==> src/fault_pin_pkg.sv <==
// Package for the fault pin masking block: register map, field layout, carriers.
// Assumes a single 25 MHz clock domain and an SPI frame decoder outside.
package fault_pin_pkg;

  // ==========================================================
  // Register map
  localparam logic [7:0] ADDR_FAULT_PIN_SOURCE_MASK = 8'h24;
  localparam logic [7:0] ADDR_DUMMY_WRITE_TARGET    = 8'h26;
  localparam logic [7:0] RST_FAULT_PIN_SOURCE_MASK  = 8'hC0;

  // ==========================================================
  // Mask bit positions
  localparam int unsigned BIT_CHECKSUM_ERROR_PIN_ENABLE    = 7;
  localparam int unsigned BIT_POWER_ON_PIN_ENABLE          = 6;
  localparam int unsigned BIT_SECONDARY_SUMMARY_PIN_ENABLE = 5;
  localparam int unsigned BIT_SUPPLY_LOW_PIN_ENABLE        = 2;
  localparam int unsigned BIT_SUPPLY_MISSING_PIN_ENABLE    = 1;

  // ==========================================================
  // Carriers
  typedef struct packed {
    logic checksum_error;
    logic power_on;
    logic secondary_fault_summary;
    logic field_supply_low_flag;
    logic field_supply_missing_flag;
  } fault_src_s;

  typedef struct packed {
    logic       wr_stb;
    logic       rd_stb;
    logic [7:0] addr;
    logic [7:0] wdata;
  } reg_req_s;

  // Reduce five fault sources through the mask to one request
  function automatic logic masked_any(input fault_src_s src, input logic [7:0] mask);
    masked_any = (src.checksum_error            & mask[BIT_CHECKSUM_ERROR_PIN_ENABLE])
               | (src.power_on                  & mask[BIT_POWER_ON_PIN_ENABLE])
               | (src.secondary_fault_summary   & mask[BIT_SECONDARY_SUMMARY_PIN_ENABLE])
               | (src.field_supply_low_flag     & mask[BIT_SUPPLY_LOW_PIN_ENABLE])
               | (src.field_supply_missing_flag & mask[BIT_SUPPLY_MISSING_PIN_ENABLE]);
  endfunction

endpackage

==> src/fault_pin_mask.sv <==
// Fault pin masking, mask register and dummy write target.
// Assumes the SPI decoder hands over one-cycle register strobes on i_clk.
module fault_pin_mask_and_dummy_reg_rdmux
  import fault_pin_pkg::*;
(
  input  wire logic [7:0] i_addr,
  input  wire logic [7:0] i_mask,
  output logic      [7:0] o_data,
  output logic            o_hit
);
  // ==========================================================
  // Read decode
  always_comb begin
    o_data = 8'h00;
    o_hit  = 1'b0;
    if (i_addr == ADDR_FAULT_PIN_SOURCE_MASK) begin
      o_data = i_mask;
      o_hit  = 1'b1;
    end
  end
endmodule // fault_pin_mask_and_dummy_reg_rdmux

// What this block does
// - Checksum error drives the fault pin only while mask bit 7 is one.
// - Power-on flag drives the fault pin only while mask bit 6 is one.
// - Secondary fault summary drives the pin only while mask bit 5 is one.
// - Field-supply-low flag drives the pin only while mask bit 2 is one.
// - Field-supply-missing flag drives the pin only while mask bit 1 is one.
// - Mask bits 4:3 and 0 take any value and do not affect the pin.
// - The mask register resets to 0xC0.
// - A write to 0x26 stores nothing yet input-state bits still shift out.
// - Without field supply both supply flags stay set.
// - Without field supply the pin stays low while a supply mask bit is set.
// - Non-sticky pin is the inverted OR of unmasked real-time sources.
// - Sticky pin stays low after an unmasked latched bit until fault read.
module fault_pin_mask_and_dummy_reg
  import fault_pin_pkg::*;
(
  // Clock and reset
  input  wire logic       i_clk,
  input  wire logic       i_rst_n,
  // Register requests from SPI decoder
  input  reg_req_s        i_req,
  input  wire logic       i_primary_fault_rd,
  // Fault sources
  input  fault_src_s      i_src_rt,
  input  fault_src_s      i_src_latched,
  input  wire logic       i_sticky_pin_select,
  // Pins
  input  wire logic       i_field_supply_pin,
  input  wire logic [7:0] i_input_state_bits,
  // Outputs
  output logic            o_fault_n,
  output logic [7:0]      o_rdata,
  output logic            o_rvalid,
  output logic [7:0]      o_shift_out,
  output logic            o_shift_load,
  output logic [7:0]      o_mask
);
  typedef struct packed {
    logic [7:0] mask;
    logic       sticky_hold;
    logic       fault_n;
    logic [7:0] rdata;
    logic       rvalid;
    logic [7:0] shift_out;
    logic       shift_load;
  } st_s;

  st_s        st_q, st_d;
  logic       supply_ok;
  logic [7:0] rd_data;
  logic       rd_hit;
  fault_src_s rt_eff;
  fault_src_s lat_eff;
  logic       rt_any;
  logic       lat_any;

  // ==========================================================
  // Field supply presence
  fault_sync3 #(
    .WIDTH (1)
  ) u_supply_sync (
    .i_clk   (i_clk),
    .i_rst_n (i_rst_n),
    .i_async (i_field_supply_pin),
    .o_sync  (supply_ok)
  );

  fault_pin_mask_and_dummy_reg_rdmux u_rdmux (
    .i_addr (i_req.addr),
    .i_mask (st_q.mask),
    .o_data (rd_data),
    .o_hit  (rd_hit)
  );

  // ==========================================================
  // Fault sources
  always_comb begin
    rt_eff  = i_src_rt;
    lat_eff = i_src_latched;
    // Absent field supply forces both supply flags set
    if (!supply_ok) begin
      rt_eff.field_supply_low_flag      = 1'b1;
      rt_eff.field_supply_missing_flag  = 1'b1;
      lat_eff.field_supply_low_flag     = 1'b1;
      lat_eff.field_supply_missing_flag = 1'b1;
    end
    // Bits 4:3 and 0 are never looked at
    rt_any  = masked_any(rt_eff, st_q.mask);
    lat_any = masked_any(lat_eff, st_q.mask);
  end

  // ==========================================================
  // Next state
  always_comb begin
    st_d            = st_q;
    st_d.rvalid     = 1'b0;
    st_d.shift_load = 1'b0;
    if (i_req.wr_stb) begin
      if (i_req.addr == ADDR_FAULT_PIN_SOURCE_MASK) begin
        st_d.mask = i_req.wdata;
      end else if (i_req.addr == ADDR_DUMMY_WRITE_TARGET) begin
        st_d.mask = st_q.mask; // Nothing stored
      end
      // Input states shift out on every write frame
      st_d.shift_out  = i_input_state_bits;
      st_d.shift_load = 1'b1;
    end
    if (i_req.rd_stb) begin
      st_d.rdata     = rd_hit ? rd_data : 8'h00;
      st_d.rvalid    = 1'b1;
      st_d.shift_out = i_input_state_bits;
      st_d.shift_load = 1'b1;
    end
    // Sticky hold: new fault wins over clear by read
    if (lat_any) begin
      st_d.sticky_hold = 1'b1;
    end else if (i_primary_fault_rd) begin
      st_d.sticky_hold = 1'b0;
    end
    if (i_sticky_pin_select) begin
      st_d.fault_n = ~(st_q.sticky_hold | lat_any);
    end else begin
      st_d.fault_n = ~rt_any;
    end
  end

  always_ff @(posedge i_clk or negedge i_rst_n) begin
    if (!i_rst_n) begin
      st_q            <= '0;
      st_q.mask       <= RST_FAULT_PIN_SOURCE_MASK;
      st_q.fault_n    <= 1'b1;
    end else begin
      st_q <= st_d;
    end
  end

  assign o_fault_n    = st_q.fault_n;
  assign o_rdata      = st_q.rdata;
  assign o_rvalid     = st_q.rvalid;
  assign o_shift_out  = st_q.shift_out;
  assign o_shift_load = st_q.shift_load;
  assign o_mask       = st_q.mask;
endmodule // fault_pin_mask_and_dummy_reg

==> src/fault_sync3.sv <==
// Three flop synchroniser with agreement filter for pin level inputs.
// Assumes the input is asynchronous to i_clk.
module fault_sync3
  import fault_pin_pkg::*;
#(
  parameter int unsigned WIDTH = 1
) (
  // Clock and reset
  input  wire logic             i_clk,
  input  wire logic             i_rst_n,
  // Data
  input  wire logic [WIDTH-1:0] i_async,
  output logic      [WIDTH-1:0] o_sync
);
  typedef struct packed {
    logic [WIDTH-1:0] s1;
    logic [WIDTH-1:0] s2;
    logic [WIDTH-1:0] s3;
    logic [WIDTH-1:0] out;
  } st_s;

  st_s st_q, st_d;

  // ==========================================================
  // Next state
  always_comb begin
    st_d    = st_q;
    st_d.s1 = i_async;
    st_d.s2 = st_q.s1;
    st_d.s3 = st_q.s2;
    // Only s2 and s3 are compared; s1 may be metastable
    for (int i = 0; i < int'(WIDTH); i++) begin
      if (st_q.s2[i] == st_q.s3[i]) begin
        st_d.out[i] = st_q.s3[i];
      end
    end
  end

  always_ff @(posedge i_clk or negedge i_rst_n) begin
    if (!i_rst_n) begin
      st_q <= '0;
    end else begin
      st_q <= st_d;
    end
  end

  assign o_sync = st_q.out;
endmodule // fault_sync3

==> config.mk <==
export PLATFORM = sky130hd
export DESIGN_NAME = fault_pin_mask_and_dummy_reg
export DESIGN_NICKNAME = d
export VERILOG_FILES = /design/src/fault_pin_pkg.sv /design/src/fault_pin_mask.sv /design/src/fault_sync3.sv
export SDC_FILE = /design/constraint.sdc
export NUM_CORES = 1
export LEC_CHECK = 0
export BUFFER_PORTS_ARGS = -buffer_cell sky130_fd_sc_hd__buf_2
export CAP_MARGIN = 20
export CORE_AREA = 2 2 42 83
export CTS_BUF_LIST = sky130_fd_sc_hd__clkbuf_8
export DETAILED_ROUTE_END_ITERATION = 10
export DIE_AREA = 0 0 44 85
export GPL_ROUTABILITY_DRIVEN = 0
export GPL_TIMING_DRIVEN = 0
export PLACE_DENSITY_LB_ADDON = 0.05
export SLEW_MARGIN = 10
export SYNTH_ARGS = -nofsm -noshare
export SYNTH_HDL_FRONTEND = slang
export SYNTH_SLANG_ARGS = --single-unit
==> constraint.sdc <==
create_clock -name i_clk -period 1.23 [get_ports i_clk]
set_input_delay 0.246 -clock i_clk [delete_from_list [all_inputs] [get_ports i_clk]]
set_output_delay 0.246 -clock i_clk [all_outputs]
set_load 0.01 [all_outputs]
# Yosys cells after proc, flatten, opt, wreduce, memory -nomap -nowiden
# Index checks and enable logic that the tools add are counted.
# totals
regBits	32
inputBits	41
output_inout_bits	27
wordCells	47
# op_classes
eq_ne	2
mux	10
bitwise_logic	21
reduce_logical	3
# op_table
cell	count
2-to-1 mux 8 bit	2
AND 1 bit	10
2-to-1 mux 10 bit	1
2-to-1 mux 9 bit	1
bitwise OR 1 bit	9
equality test 8 x 6 -> 1 bit (second input constant)	1
2-to-1 mux 1 bit	4
2-to-1 mux 2 bit	2
nonzero test 2 bit	2
NOT 1 bit	2
AND reduction 2 bit	1
equality test 1 bit	1

# Longest topological paths before layout
# logic_depth
depth_word	8
depth_mapped	4
ltp_nobuf	4

# By module
# Synthesis repeated with hierarchy kept, for this count alone.
# hier_totals
hier_cells	139
area_unflattened_um2	1585.3
# by_module_without_submodules
module	n_inst	cells_each	area_each_um2	seq_area_each_um2
fault_pin_mask_and_dummy_reg	1	113	1317.5	704.4
fault_pin_mask_and_dummy_reg_rdmux	1	21	156.4	0.0
fault_sync3	1	5	111.4	100.1

# Least setup slack after synthesis
# No wires, ideal clock.
# synth_timing
kind	input -> register
from	input port i_req[16] (netlist bit)
to	register st_q (netlist bit o_shift_out[0])
t_arrival_ps	1053
required_ps	1105
slack_ps	53
cell_stages	3
path_buffers	1
cell_sequence	clkbuf_1 > nor2_2 > mux2_2
# synth_between
elab_chain_cells	1
# synth_lines
element	line	source
from (decl)	fault_pin_mask.sv:43	input reg_req_s i_req,
2-to-1 mux 10 bit / nonzero test 2 bit (equally long branches)	n/a	
to (signal assigned)	fault_pin_mask.sv:155	st_q <= st_d;
to (decl)	fault_pin_mask.sv:70	st_s st_q, st_d;
# Parallel ways exist; a longest one is shown, timed or not.
# A chain may end at the register's enable or synchronous reset.

# Final worst setup path
# layout_timing
from	register st_q (netlist bit o_mask[7])
to	output port o_mask[7]
# layout_rtl
element	line	source
to (decl)	fault_pin_mask.sv:58	output logic [7:0] o_mask
# No word-level cell between the ends.

==> flow_metrics.tcl <==
set metrics [dict create \
    status "finished, violations left" \
    violations "negative setup slack" \
    cts.sinks 32 \
    wire_per_inst_um 11.90 \
    track_usage 0.1665 \
    num_vias 1087 \
    clkTransAtPathRegs_ns 0.06 \
    synth_compound_area_frac 0.07487 \
    cap_violations 0 \
    yosys_register_bits 32 \
    synth_xor_area_frac 0 \
    worstPathArrival_ns 1.05 \
    ant_nets 0 \
    fin_ws_ns -0.06626 \
    io_buffers 67 \
    die_w_um 44 \
    worstSetupPathType "register to output port" \
    finClkSkew_ns 0.001356 \
    antenna_found_initial 0 \
    die_h_um 85 \
    hold_viol 0 \
    cts-root-buf "clkbuf_8" \
    synth-simple-area-share 0.08090 \
    timing.final.crit_period_ns 1.296 \
    syn_to_final_growth_pct 37.35 \
    crit_fanout 5 \
    grt_pass1_wl_um 4629 \
    critPathRequiredTime_ns 0.98 \
    ys_seq_area_frac 0.5534 \
    synth.avg_cell_area_um2 12.12 \
    numCtsBuffers 5 \
    top_level_ports 68 \
    num_antenna_cells 0 \
    p_per_area_nw_per_um2 1215 \
    peakVddDrop_mv 1.164 \
    hp-class "input pin to asynchronous set/reset pin" \
    post-route-util 0.6399 \
    synth.distinct_cells 20 \
    relSlewSlack 0.5526 \
    clock_path_buffers 2 \
    die_area_um2 3740 \
    drc 0 \
    cts_tree "yes" \
    synthCells 120 \
    grt_max_degree 33 \
    p_leak_nw 1.057 \
    first_iter_violations 27 \
    nNetsFinal 238 \
    slew_viol_final 0 \
    synth_top_family_by_area "buffers and inverters" \
    drive_gt1_frac 0.6313 \
    synth_nets 161 \
    yosys_warnings 0 \
    post-route-period-util 1.054 \
    gr-total-overflow 0 \
    coreArea_um2 3120 \
    end_kind "output port" \
    drtPass1Iterations 4 \
    synthMuxAreaShare 0.1239 \
    setup_violations 4 \
    grt_pass1_vias 1108 \
    p_total_mw 2.426 \
    htreeDepth 2 \
    initial_utilization 0.4659 \
    yosys.area_share.adder 0.006885 \
    rsz0062_at_grt "yes" \
    netlist_area_um2 1454 \
    via_per_inst 4.747 \
    rows 29 \
    clkLatencyLatePin_ns 0.28 \
    clock.fmax_mhz 771.5 \
    ctsHoldBuffers 0 \
    totalWireLength_um 2726 \
    worst_slew_pin_slew_ns 0.6712 \
    critPathLaunchType "register" \
]
-- stage by stage --
step | instances | hold slack, ns | worst slack, ns | instance area (µm²) | TNS [ns]
3_5_place_dp | 218 | 0.3295 | -0.2839 | 1828 | -3.600
2_1_floorplan | 120 | -0.04959 | 0.05264 | 1454 | 0
5_1_grt | 229 | 0.04706 | -0.09564 | 1997 | -0.3499
4_1_cts | 228 | 0.02527 | -0.06765 | 1978 | -0.1813
3_3_place_gp | 218 | 0.3249 | -0.2478 | 1828 | -2.903
6_report | 229 | 0.001362 | -0.06626 | 1997 | -0.1383
-- layer usage --
layer / wire, µm / vias to the layer above / global-route usage
met5: 0 / - / 0
met4: 54 / 0 / 0.08264
met3: 194 / 5 / 0.04043
met2: 1536 / 47 / 0.3021
met1: 941 / 500 / 0.1653
li1: - / 535 / -
-- area by class of cell --
type                    count  area [µm²]
well taps                  31       38.79
multi-input cells          50       429.2
repair buffers             70       376.6
inverters                  12       45.04
clock buffers               5       68.82
plain buffers              26       195.2
fillers                   297        1124
flip-flops and latches     32       804.5
clock inverters             3       38.79
-- cells by family after synthesis --
kind of cell / Yosys count
buffers and inverters: 38
and+or+nand+nor: 16
AOI/OAI and AO/OA: 17
muxes: 16
DFF: 32
adders and majority gates: 1
-- cells in the final DEF, fill, tap and decap left out, types with 2 or more instances in the layout --
cell | netlist | layout
buf_2 | 0 | 64
buf_4 | 24 | 25
buf_6 | 0 | 5
clkbuf_8 | 0 | 5
dfrtp_1 | 29 | 29
dfstp_2 | 3 | 3
inv_1 | 12 | 13
mux2_2 | 16 | 16
nand2_1 | 11 | 11
nor4b_4 | 2 | 2
o21ai_0 | 4 | 4
o22ai_1 | 8 | 8
-- sequential cells by signal (all words and copies together) (netlist names) --
name,flops
o_mask,8
o_rdata,8
o_shift_out,8
u_supply_sync.st_d,2
o_fault_n,1
o_rvalid,1
o_shift_load,1
st_q,1
u_supply_sync.o_sync,1
u_supply_sync.st_q,1
-- critical path, cell delays in order, from the launching register on --
cell	delay, ns
dfstp_2	0.58
buf_6	0.11
buf_6	0.09
-- cells in the mapped netlist, drive strengths merged --
library cell | number | area, µm²
dfrtp | 29 | 725.7
buf | 25 | 183.9
mux2 | 16 | 180.2
inv | 12 | 45.04
nand2 | 11 | 41.29
o22ai | 8 | 50.05
o21ai | 4 | 20.02
dfstp | 3 | 78.83
nand3 | 2 | 22.52
nor4b | 2 | 47.55
a21o | 1 | 7.510
a21oi | 1 | 5.000
a222oi | 1 | 10.01
a22oi | 1 | 7.510
clkbuf | 1 | 3.750
maj3 | 1 | 10.01
nor2 | 1 | 6.260
o32ai | 1 | 8.760
-- where the power goes --
group / total, mW / leakage (nW) / switching (mW) / internal (mW)
combinational: 0.320 / 0.598 / 0.135 / 0.185
sequential: 1.15 / 0.401 / 0.0320 / 1.12
clock: 0.955 / 0.0593 / 0.364 / 0.592
total: 2.43 / 1.06 / 0.531 / 1.90
-- what timing repair did --
| item | in CTS | in global routing |
|---|---|---|
| gates resized for setup | 5 | 2 |
| setup endpoints to repair | 5 | 14 |
| pin swaps | 2 | 0 |
| hold endpoints to repair | 0 | 0 |
| setup buffers | 2 | 1 |
-- final timing paths --
| path | start | to | slack [ns] | depth (start not counted) |
|---|---|---|---|---|
| max | o_mask[7] | o_mask[7] | -0.07 | 2 |
| min | i_rst_n | o_shift_out[5] | 0.001 | 1 |
| max reg2reg | o_mask[6] | o_fault_n | -0.02 | 3 |
| min reg2reg | u_supply_sync.st_d[2] | u_supply_sync.st_d[1] | 0.36 | 0 |
| max in group asynchronous | i_rst_n | o_rdata[3] | 0.79 | 1 |
| min in group i_clk | i_field_supply_pin | u_supply_sync.st_d[2] | 0.07 | 1 |
Power figures use the tool's default switching activity.
